**config.mk**
```make
export PLATFORM = sky130hd
export DESIGN_NAME = torque_limit_status_qualifier
export DESIGN_NICKNAME = d
export VERILOG_FILES = /design/src/logic/tlsq_pkg.sv /design/src/logic/torque_limit_status_qualifier.sv
export SDC_FILE = /design/constraint.sdc
export NUM_CORES = 2
export LEC_CHECK = 0
export ABC_AREA = 1
export BUFFER_PORTS_ARGS = -buffer_cell sky130_fd_sc_hd__buf_2
export CORE_ASPECT_RATIO = 1.75
export CORE_MARGIN = 1
export CORE_UTILIZATION = 50
export DETAILED_ROUTE_END_ITERATION = 10
export GPL_TIMING_DRIVEN = 0
export HOLD_SLACK_MARGIN = 0.02
export PLACE_DENSITY = 0.83
export SLEW_MARGIN = 20
export SYNTH_ARGS = -nofsm -noshare
export SYNTH_HDL_FRONTEND = slang
export SYNTH_SLANG_ARGS = --single-unit
```
**constraint.sdc**
```tcl
create_clock -name sys_clk -period 19.46 [get_ports sys_clk]
set_input_delay 0.973 -clock sys_clk [delete_from_list [all_inputs] [get_ports sys_clk]]
set_output_delay 0.973 -clock sys_clk [all_outputs]
set_load 0.01 [all_outputs]
```
**src/logic/tlsq_pkg.sv**
```systemverilog
// package: constants and types for the torque limit and status qualifier
package tlsq_pkg;

  // ----------------------------------------------------------------
  // parameter table indices (tool port address)
  // ----------------------------------------------------------------
  localparam int NUM_PARAMS = 13;
  localparam logic [3:0] IDX_FWD2 = 4'h0;
  localparam logic [3:0] IDX_REV2 = 4'h1;
  localparam logic [3:0] IDX_FOLLOW_TIME = 4'h2;
  localparam logic [3:0] IDX_FOLLOW_LEVEL = 4'h3;
  localparam logic [3:0] IDX_INPOS_RANGE = 4'h4;
  localparam logic [3:0] IDX_INPOS_TIME = 4'h5;
  localparam logic [3:0] IDX_SPEED_RANGE = 4'h6;
  localparam logic [3:0] IDX_SPEED_TIME = 4'h7;
  localparam logic [3:0] IDX_MAX_ONE = 4'h8;
  localparam logic [3:0] IDX_FUNC_SELECT = 4'h9;
  localparam logic [3:0] IDX_TRAVEL_DIR = 4'ha;
  localparam logic [3:0] IDX_POL_REFLECT = 4'hb;
  localparam logic [3:0] IDX_SWITCH_EN = 4'hc;

  // ----------------------------------------------------------------
  // values after reset (torque in 0.1 % units)
  // ----------------------------------------------------------------
  localparam logic [31:0] TORQUE_FULL_SCALE = 32'h0000_2710; // 1000.0 %
  localparam logic [31:0] RESET_FUNC_SELECT = 32'h0000_0010;
  localparam logic [31:0] RESET_ZERO = 32'h0000_0000;
  localparam logic [31:0] FOLLOW_LEVEL_OFF = 32'h0fff_ffff;
  localparam logic [31:0] INPOS_RANGE_MAX = 32'hffff_ffff;
  localparam logic [31:0] TIME_MAX_MS = 32'h0000_ffff;

  // ----------------------------------------------------------------
  // field positions
  // ----------------------------------------------------------------
  localparam int MAX_ONE_SEL_LSB = 4; // digit 1 of function select
  localparam int CW_FWD_SWITCH_BIT = 11;
  localparam int CW_REV_SWITCH_BIT = 12;
  localparam int SW_TARGET_REACHED_BIT = 10;
  localparam int SW_FOLLOW_ERR_BIT = 13;

  // ----------------------------------------------------------------
  // timing
  // ----------------------------------------------------------------
  localparam int CLK_PERIOD_NS = 10;
  localparam int MS_IN_NS = 1000000;
  localparam int CYCLES_PER_MS = MS_IN_NS / CLK_PERIOD_NS;

  // ----------------------------------------------------------------
  // types
  // ----------------------------------------------------------------
  typedef enum logic [2:0] {
    MODE_CSP, MODE_CSV, MODE_CST, MODE_PP, MODE_PV, MODE_TQ, MODE_PT, MODE_JOG
  } op_mode_t;

  // cyclic objects from the motion controller, with one mapped flag each
  typedef struct packed {
    logic [31:0] fwd_torque_limit_second;
    logic [31:0] rev_torque_limit_second;
    logic [31:0] max_torque_limit_one;
    logic [31:0] follow_err_filter_time;
    logic [31:0] inpos_second_filter_time;
    logic [31:0] speed_reach_second_filter_time;
  } cyc_obj_t;

  typedef struct packed {
    logic fwd2;
    logic rev2;
    logic max1;
    logic follow_time;
    logic inpos_time;
    logic speed_time;
  } cyc_map_t;

endpackage

```
**src/logic/torque_limit_status_qualifier.sv**
```systemverilog
// module: torque limit selection and status-word qualification for one axis
`timescale 1ns/1ps
`default_nettype none

// Summary of operation
// - second forward/reverse limits accept 0.0..1000.0 %, reset to 1000.0 %
// - forward second limit governs ccw power running and cw regeneration
// - reverse second limit governs cw power running and ccw regeneration
// - a zero limit setting yields no torque in its direction
// - limits above motor maximum torque clamp to motor maximum
// - travel direction and polarity reflection swap the second-limit objects
// - status bit 13 sets after droop at/above level for filter time
// - 28-bit all-ones following error level (0x0fffffff) disables the following error output
// - following error evaluated only in csp, pp, point table, jog
// - status bit 10 sets after position error in range for filter time
// - in-position qualification only in pp, point table and jog
// - in pv mode bit 10 sets after speed error in range for time
// - in-position and speed filter times are 0..65535 ms, reset zero
// - function select digit 1 enables max torque limit 1, reset enabled
// - disabled max limit 1 ignored; readback returns motor maximum
// - enabled max limit 1 clamps torque, 0.0..1000.0 %, reset 1000.0 %
// - cyclic controller writes override tool writes for mapped objects
// - switch enable: control bits 11/12 pick second limits over first
module torque_limit_status_qualifier #(
  parameter int CYCLES_PER_MS = tlsq_pkg::CYCLES_PER_MS
) (
  // clock and reset
  input wire logic sys_clk,
  input wire logic reset,
  // engineering tool parameter port
  input wire logic tool_wr,
  input wire logic [3:0] tool_sel,
  input wire logic [31:0] tool_wdata,
  output logic [31:0] tool_rd_data,
  // cyclic objects from the controller
  input wire logic cyc_strobe,
  input wire tlsq_pkg::cyc_obj_t cyc_obj,
  input wire tlsq_pkg::cyc_map_t cyc_map,
  input wire logic [15:0] control_word,
  input wire tlsq_pkg::op_mode_t op_mode,
  // motor and loop measurements (magnitudes)
  input wire logic [15:0] motor_max_torque,
  input wire logic [15:0] fwd_torque_limit_first,
  input wire logic [15:0] rev_torque_limit_first,
  input wire logic [31:0] droop_pulses,
  input wire logic [31:0] position_error,
  input wire logic [31:0] speed_error,
  // limit and status results
  output logic [15:0] fwd_torque_limit,
  output logic [15:0] rev_torque_limit,
  output logic [15:0] status_word
);
  import tlsq_pkg::*;

  // a rate below two cycles leaves the tick counter with no bits
  if (CYCLES_PER_MS < 2) begin : g_bad_rate
    $error("CYCLES_PER_MS must be at least 2");
  end

  // ----------------------------------------------------------------
  // parameter storage
  // ----------------------------------------------------------------
  logic [31:0] param_q [NUM_PARAMS];
  logic [31:0] cyc_val [NUM_PARAMS];
  logic cyc_hit [NUM_PARAMS];
  logic obj_swap;

  assign obj_swap = param_q[IDX_TRAVEL_DIR][0] & param_q[IDX_POL_REFLECT][0];

  // cyclic routing per table entry
  always_comb begin
    for (int i = 0; i < NUM_PARAMS; i++) begin
      cyc_val[i] = RESET_ZERO;
      cyc_hit[i] = 1'b0;
    end
    cyc_val[IDX_FWD2] = cyc_obj.fwd_torque_limit_second;
    cyc_val[IDX_REV2] = cyc_obj.rev_torque_limit_second;
    cyc_val[IDX_MAX_ONE] = cyc_obj.max_torque_limit_one;
    cyc_val[IDX_FOLLOW_TIME] = cyc_obj.follow_err_filter_time;
    cyc_val[IDX_INPOS_TIME] = cyc_obj.inpos_second_filter_time;
    cyc_val[IDX_SPEED_TIME] = cyc_obj.speed_reach_second_filter_time;
    // swapped second-limit mapping: the positive object feeds reverse
    if (obj_swap) begin
      cyc_val[IDX_FWD2] = cyc_obj.rev_torque_limit_second;
      cyc_val[IDX_REV2] = cyc_obj.fwd_torque_limit_second;
      cyc_hit[IDX_FWD2] = cyc_strobe & cyc_map.rev2;
      cyc_hit[IDX_REV2] = cyc_strobe & cyc_map.fwd2;
    end else begin
      cyc_hit[IDX_FWD2] = cyc_strobe & cyc_map.fwd2;
      cyc_hit[IDX_REV2] = cyc_strobe & cyc_map.rev2;
    end
    cyc_hit[IDX_MAX_ONE] = cyc_strobe & cyc_map.max1;
    cyc_hit[IDX_FOLLOW_TIME] = cyc_strobe & cyc_map.follow_time;
    cyc_hit[IDX_INPOS_TIME] = cyc_strobe & cyc_map.inpos_time;
    cyc_hit[IDX_SPEED_TIME] = cyc_strobe & cyc_map.speed_time;
  end

  // value of each entry after reset; called with a genvar, so it folds to a constant
  function automatic logic [31:0] reset_value(input int idx);
    logic [31:0] r;
    r = RESET_ZERO;
    if (idx == int'(IDX_FWD2) || idx == int'(IDX_REV2)) begin
      r = TORQUE_FULL_SCALE;
    end
    if (idx == int'(IDX_MAX_ONE)) begin
      r = TORQUE_FULL_SCALE;
    end
    if (idx == int'(IDX_FOLLOW_LEVEL)) begin
      r = FOLLOW_LEVEL_OFF;
    end
    if (idx == int'(IDX_INPOS_RANGE)) begin
      r = INPOS_RANGE_MAX;
    end
    if (idx == int'(IDX_FUNC_SELECT)) begin
      r = RESET_FUNC_SELECT;
    end
    return r;
  endfunction

  // range limit applied on every write: torque and time fields saturate
  function automatic logic [31:0] sat_value(input logic [3:0] idx, input logic [31:0] v);
    logic [31:0] r;
    r = v;
    if ((idx == IDX_FWD2 || idx == IDX_REV2 || idx == IDX_MAX_ONE) && v > TORQUE_FULL_SCALE) begin
      r = TORQUE_FULL_SCALE;
    end
    if ((idx == IDX_FOLLOW_TIME || idx == IDX_INPOS_TIME || idx == IDX_SPEED_TIME) && v > TIME_MAX_MS) begin
      r = TIME_MAX_MS;
    end
    return r;
  endfunction

  // one storage word per entry; cyclic write beats a tool write in the same cycle
  genvar gi;
  generate
    for (gi = 0; gi < NUM_PARAMS; gi++) begin : g_param
      always_ff @(posedge sys_clk or posedge reset) begin
        if (reset) begin
          param_q[gi] <= reset_value(gi);
        end else if (cyc_hit[gi]) begin
          param_q[gi] <= sat_value(4'(gi), cyc_val[gi]);
        end else if (tool_wr && tool_sel == 4'(gi)) begin
          param_q[gi] <= sat_value(4'(gi), tool_wdata);
        end
      end
    end
  endgenerate

  // ----------------------------------------------------------------
  // torque limit selection
  // ----------------------------------------------------------------
  logic max_one_enabled;
  logic [15:0] max_one;
  logic [15:0] fwd_pick;
  logic [15:0] rev_pick;
  logic [15:0] next_fwd_limit;
  logic [15:0] next_rev_limit;

  assign max_one_enabled = param_q[IDX_FUNC_SELECT][MAX_ONE_SEL_LSB +: 4] == 4'h1;
  assign max_one = param_q[IDX_MAX_ONE][15:0];

  function automatic logic [15:0] min16(input logic [15:0] a, input logic [15:0] b);
    return (a < b) ? a : b;
  endfunction

  // first or second limit, then the smaller of that, max limit 1 and motor max
  always_comb begin
    fwd_pick = fwd_torque_limit_first;
    rev_pick = rev_torque_limit_first;
    if (param_q[IDX_SWITCH_EN][0] && control_word[CW_FWD_SWITCH_BIT]) begin
      fwd_pick = param_q[IDX_FWD2][15:0];
    end
    if (param_q[IDX_SWITCH_EN][0] && control_word[CW_REV_SWITCH_BIT]) begin
      rev_pick = param_q[IDX_REV2][15:0];
    end
    next_fwd_limit = min16(fwd_pick, motor_max_torque);
    next_rev_limit = min16(rev_pick, motor_max_torque);
    if (max_one_enabled) begin
      next_fwd_limit = min16(next_fwd_limit, max_one);
      next_rev_limit = min16(next_rev_limit, max_one);
    end
  end

  // forward output serves ccw power / cw regen, reverse the opposite;
  // a zero setting passes straight through min, so zero means no torque
  always_ff @(posedge sys_clk or posedge reset) begin
    if (reset) begin
      fwd_torque_limit <= 16'h0000;
      rev_torque_limit <= 16'h0000;
    end else begin
      fwd_torque_limit <= next_fwd_limit;
      rev_torque_limit <= next_rev_limit;
    end
  end

  // tool readback; max limit 1 reads as motor max while disabled
  always_ff @(posedge sys_clk or posedge reset) begin
    if (reset) begin
      tool_rd_data <= 32'h0000_0000;
    end else if (tool_sel == IDX_MAX_ONE && !max_one_enabled) begin
      tool_rd_data <= {16'h0000, motor_max_torque};
    end else if (tool_sel < 4'(NUM_PARAMS)) begin
      tool_rd_data <= param_q[tool_sel];
    end else begin
      tool_rd_data <= 32'h0000_0000;
    end
  end

  // ----------------------------------------------------------------
  // millisecond tick
  // ----------------------------------------------------------------
  localparam int TICK_W = $clog2(CYCLES_PER_MS);
  logic [TICK_W-1:0] tick_cnt;
  logic ms_tick;

  // long count kept as a parameter so simulation can shorten it
  always_ff @(posedge sys_clk or posedge reset) begin
    if (reset) begin
      tick_cnt <= '0;
      ms_tick <= 1'b0;
    end else if (tick_cnt == TICK_W'(CYCLES_PER_MS - 1)) begin
      tick_cnt <= '0;
      ms_tick <= 1'b1;
    end else begin
      tick_cnt <= tick_cnt + 1'b1;
      ms_tick <= 1'b0;
    end
  end

  // ----------------------------------------------------------------
  // filter timers: 0 following error, 1 in-position, 2 speed reached
  // ----------------------------------------------------------------
  logic mode_follow;
  logic mode_inpos;
  logic mode_speed;
  logic inpos_always;
  logic [2:0] cond;
  logic [15:0] filt_time [3];
  logic [2:0] qual;

  assign mode_follow = op_mode == MODE_CSP || op_mode == MODE_PP ||
                       op_mode == MODE_PT || op_mode == MODE_JOG;
  assign mode_inpos = op_mode == MODE_PP || op_mode == MODE_PT || op_mode == MODE_JOG;
  assign mode_speed = op_mode == MODE_PV;
  assign inpos_always = param_q[IDX_INPOS_RANGE] == INPOS_RANGE_MAX;

  // full 32-bit level compare; the 28-bit all-ones code blocks the output
  assign cond[0] = mode_follow && param_q[IDX_FOLLOW_LEVEL] != FOLLOW_LEVEL_OFF &&
                   droop_pulses >= param_q[IDX_FOLLOW_LEVEL];
  assign cond[1] = mode_inpos && position_error <= param_q[IDX_INPOS_RANGE];
  assign cond[2] = mode_speed && speed_error <= param_q[IDX_SPEED_RANGE];
  assign filt_time[0] = param_q[IDX_FOLLOW_TIME][15:0];
  assign filt_time[1] = param_q[IDX_INPOS_TIME][15:0];
  assign filt_time[2] = param_q[IDX_SPEED_TIME][15:0];

  // first tick may come at once, so n ms waits n+1 ticks: hold is n..n+1 ms
  generate
    for (gi = 0; gi < 3; gi++) begin : g_filter
      logic [16:0] ms_cnt; // one bit more so a 65535 ms setting still reaches n+1
      always_ff @(posedge sys_clk or posedge reset) begin
        if (reset) begin
          ms_cnt <= 17'h00000;
          qual[gi] <= 1'b0;
        end else if (!cond[gi]) begin
          ms_cnt <= 17'h00000;
          qual[gi] <= 1'b0;
        end else begin
          if (ms_tick && ms_cnt <= {1'b0, filt_time[gi]}) begin
            ms_cnt <= ms_cnt + 17'h00001;
          end
          qual[gi] <= filt_time[gi] == 16'h0000 || ms_cnt > {1'b0, filt_time[gi]};
        end
      end
    end
  endgenerate

  // ----------------------------------------------------------------
  // status word
  // ----------------------------------------------------------------
  logic [15:0] next_status;

  always_comb begin
    next_status = 16'h0000;
    next_status[SW_FOLLOW_ERR_BIT] = qual[0];
    if (mode_inpos) begin
      next_status[SW_TARGET_REACHED_BIT] = qual[1] | inpos_always;
    end else if (mode_speed) begin
      next_status[SW_TARGET_REACHED_BIT] = qual[2];
    end
  end

  always_ff @(posedge sys_clk or posedge reset) begin
    if (reset) begin
      status_word <= 16'h0000;
    end else begin
      status_word <= next_status;
    end
  end

endmodule

`default_nettype wire

```
==> flow_summary.yaml <==
pwr:
  vdd.ir_drop.worst_uv: 73.63
  total_leakage_power_nw: 17.67
  post-layout-total-power_mw: 3.407
  power_density_mw_per_mm2: 92.23
layout:
  final_net_count: 5066
  finish.utilization_pct: 59.22
  drive_above_1_share_pct: 15.61
  fill_cells: 5658
  synthToLayoutAreaGrowth_pct: 16.82
clock_network:
  cts-resized-gates: 0
  cts_hold_repair.buffers: 0
  cts_sinks: 554
  insertion_delay_ns: 0.63
  cts_buffers: 51
  h-tree-depth: 2
  path_clk_slew_ns: 0.07
  cts-root-to-sink-buffers: 3
  cts_tree: "built"
  cts_root_buffer: "sky130_fd_sc_hd__clkbuf_16"
  post_cts_setup_buffer_count: 0
routing:
  vias: 32420
  drc_violations_left: 0
  drtIter0Drc: 3363
  routed_wire_length_per_instance_um: 24.37
  detail_route.vias_per_cell: 6.108
  final_antenna_net_count: 0
  drt_pre_antenna_iters: 9
  routed_wirelength_mm: 129.3
min_path:
  worstHoldPathType: "input port to async pin"
place:
  dpl_worst_slack_ns: 14.13
  final_weighted_congestion_in_routability_driven_placement: 1.056
  dp.final_hpwl_mm: 102.4
  port_buffers: 450
sta:
  worst-slew-pin-transition_ns: 1.252
  finalCriticalPeriod_ns: 4.931
  timing.final.max_slew_violations: 0
  setup_repair_after_global_routing_missed_its_margin: "false"
  max_freq_mhz: 202.8
  final-setup-viol-count: 0
  hold_viol_final: 0
  final.period_utilization_pct: 25.34
  relSlewSlack_pct: 15.67
  final.setup_skew_ns: 0.02202
  final_critical_path_setup_slack_ns: 14.53
  hold_ws_ns: 0.3855
die:
  rows: 121
  core_area_mm2: 0.06237
  top_level_ports: 481
  die_x_um: 192.1
  die-area_mm2: 0.06429
  floorplan.initialDensity_pct: 50.70
  die_y_um: 334.7
setup_path:
  cp.required_ns: 19.91
  setup.reg_to_reg.worst_slack_ns: 14.53
  cp_slowest_stage_delay_ns: 0.46
  crit_path_top_delay_cell: "sky130_fd_sc_hd__ha_1"
  critPathCaptureType: "register"
  worst-endpoint-arrival_ns: 5.38
  cells_on_worst_reg2reg_path: 20
  crit_start_category: "register"
  critical_path.max_fanout: 10
  crit_type: "register to register"
  crit_path_cell_trace: "buf_6 -> nand2_4 -> clkbuf_1 -> mux2_2 -> ha_1 -> a21oi_1 -> o21ai_0 -> a21oi_1 -> nand2_1 -> inv_1 -> clkbuf_1 -> o21ai_0 -> ha_1 -> nand4_1 -> o221a_2 -> nand2_4 -> nand2_4 -> buf_6 -> nand2_1 -> nand2_1"
synthesis:
  netlist.area_leader.share_pct: 37.83
  syn-cell-area_mm2: 0.03162
  synth-seq-area-share_pct: 44.14
  yosys_register_bits: 554
  synth-edff-count: 0
  postSynth.asyncResetShare_pct: 100.0
  synth_top_area_cell: "sky130_fd_sc_hd__dfrtp_1"
  syn_avg_cell_area_um2: 8.040
  ys_dominant_reg_cell: "sky130_fd_sc_hd__dfrtp_1"
  yosys_warnings: 0
  synth_cells: 3933
  ys_types: 53
  netlist_top_cells_area: "sky130_fd_sc_hd__dfrtp_1 (38%), sky130_fd_sc_hd__nand2_1 (8.8%), sky130_fd_sc_hd__ha_1 (8.2%)"
grt:
  globalRoute.totalOverflow: 0
  vias_in_the_first_global_route: 31630
  grt_start_max_net_pins: 104
  antenna_violations_before_repair: 13
  grt_pass1_wl_mm: 187.5
  grt.total_usage_pct: 39.80
run:
  maxCapViolations: 0
run_status:
  outcome: "completed"
[flip-flops by register name, summed over array words and instances, names as in the netlist, 16 cells and up]
register	count
tool_rd_data	32
g_filter.ms_cnt	51
param_q	352
tick_cnt	17
fwd_torque_limit	16
filt_time	48
max_one	16
rev_torque_limit	16
[cell usage in the layout, fill, tap and decap left out, types with 9 or more instances in the layout]
master                      netlist  final
sky130_fd_sc_hd__clkbuf_1       138    146
sky130_fd_sc_hd__mux2_2          13     13
sky130_fd_sc_hd__buf_4           16     17
sky130_fd_sc_hd__a22oi_1         46     46
sky130_fd_sc_hd__o21ai_0        452    451
sky130_fd_sc_hd__inv_1          535    534
sky130_fd_sc_hd__nand4_1         76     76
sky130_fd_sc_hd__o2111ai_1       19     19
sky130_fd_sc_hd__a31oi_1         23     23
sky130_fd_sc_hd__o22ai_1         79     79
sky130_fd_sc_hd__a221oi_1        13     13
sky130_fd_sc_hd__o21ai_1          8      9
sky130_fd_sc_hd__buf_2           18    468
sky130_fd_sc_hd__nor3_1          45     44
sky130_fd_sc_hd__o221ai_1        56     56
sky130_fd_sc_hd__diode_2          0     10
sky130_fd_sc_hd__nor2_1         335    335
sky130_fd_sc_hd__ha_1           208    208
sky130_fd_sc_hd__clkbuf_16        0     51
sky130_fd_sc_hd__nor4_1          53     52
sky130_fd_sc_hd__a211oi_1        28     28
sky130_fd_sc_hd__dfrtp_1        478    478
sky130_fd_sc_hd__nand3_1        126    126
sky130_fd_sc_hd__nand2_1        743    743
sky130_fd_sc_hd__o211ai_1        30     30
sky130_fd_sc_hd__a41oi_1          9      9
sky130_fd_sc_hd__dfstp_2         76     76
sky130_fd_sc_hd__buf_1           14     14
sky130_fd_sc_hd__a21oi_1        184    184
sky130_fd_sc_hd__conb_1           1     14
sky130_fd_sc_hd__xor2_1          16     16
sky130_fd_sc_hd__o31ai_1         17     17
[through the flow]
step	cell area, um^2	setup TNS (ns)	std cells
CTS	36900	0	5296
global placement	34920	-1239.08	5195
finish	36940	0	5307
global route	36920	0	5301
detailed placement	35110	0	5202
floorplan	31670	0	3946
[cells in the mapped netlist (all sizes together) (5+ instances only)]
cell type	n
nand2	752
inv	538
dfrtp	478
o21ai	462
nor2	337
ha	208
a21oi	184
clkbuf	138
nand3	126
o22ai	79
dfstp	76
nand4	76
o221ai	56
nor4	55
buf	53
a22oi	46
nor3	45
o211ai	30
a211oi	29
a31oi	23
o2111ai	19
o31ai	17
xor2	16
a221oi	13
mux2	13
a41oi	9
o311ai	8
xnor2	7
a22o	6
o21a	6
clkinv	5
[critical path, delay by kind of cell, from the launching register on]
family                     cells  cell delay [ns]
buffers and inverters          5             1.18
AOI/OAI and AO/OA              5             1.18
muxes                          1             0.44
DFF                            1             0.37
and+or+nand+nor                7             0.80
adders and majority gates      2             0.76
[metal layers]
metal	GRT usage, %	up-vias	wire (um)
li1	-	14390	-
met1	42.93	15170	42330
met2	64.74	2179	59900
met3	8.687	681	13100
met4	36.07	6	13980
met5	0	-	32
[path summary, 6_finish.rpt]
| check | startpoint | to |
|---|---|---|
| setup / recovery | param_q[0]$_DFFE_PP0P_ | rev_torque_limit[5]$_DFF_PP0_ |
| hold / removal | reset | param_q[405]$_DFFE_PP0P_ |
| setup reg to reg | param_q[0]$_DFFE_PP0P_ | rev_torque_limit[5]$_DFF_PP0_ |
| hold reg to reg | next_status[13]$_DFF_PP0_ | status_word[13]$_DFF_PP0_ |
| max in group asynchronous | reset | tick_cnt[5]$_DFF_PP0_ |
| min in group sys_clk | next_status[13]$_DFF_PP0_ | status_word[13]$_DFF_PP0_ |
[logic make-up after synthesis]
family | Yosys count | share of synthesized area [%]
AO/OA/AOI/OAI | 999 | 18.74
XOR/XNOR | 23 | 0.6370
adder cells (fa/ha/maj) | 208 | 8.230
buffers and inverters | 734 | 9.093
flip-flops | 554 | 44.14
multiplexers | 13 | 0.4629
other | 1 | 0.01186
AND/OR/NAND/NOR | 1401 | 18.69
[report_power, final]
part | switching (mW) | leakage, nW | internal (mW)
combinational | 0.574 | 9.92 | 0.284
sequential | 0.102 | 6.89 | 1.34
clock | 0.489 | 0.870 | 0.621
[final cells by class]
cell class	count	area [um^2]	area share [%]
diodes	10	25.02	0.06774
plain buffers	191	837.1	2.266
clock buffers	66	1403	3.797
clock inverters	28	390.4	1.057
inverters	543	2046	5.538
multi-input cells	2658	14850	40.20
flip-flops and latches	554	13960	37.79
well taps	799	999.7	2.706
repair buffers	458	2432	6.585
(Power assumes the default switching activity.)
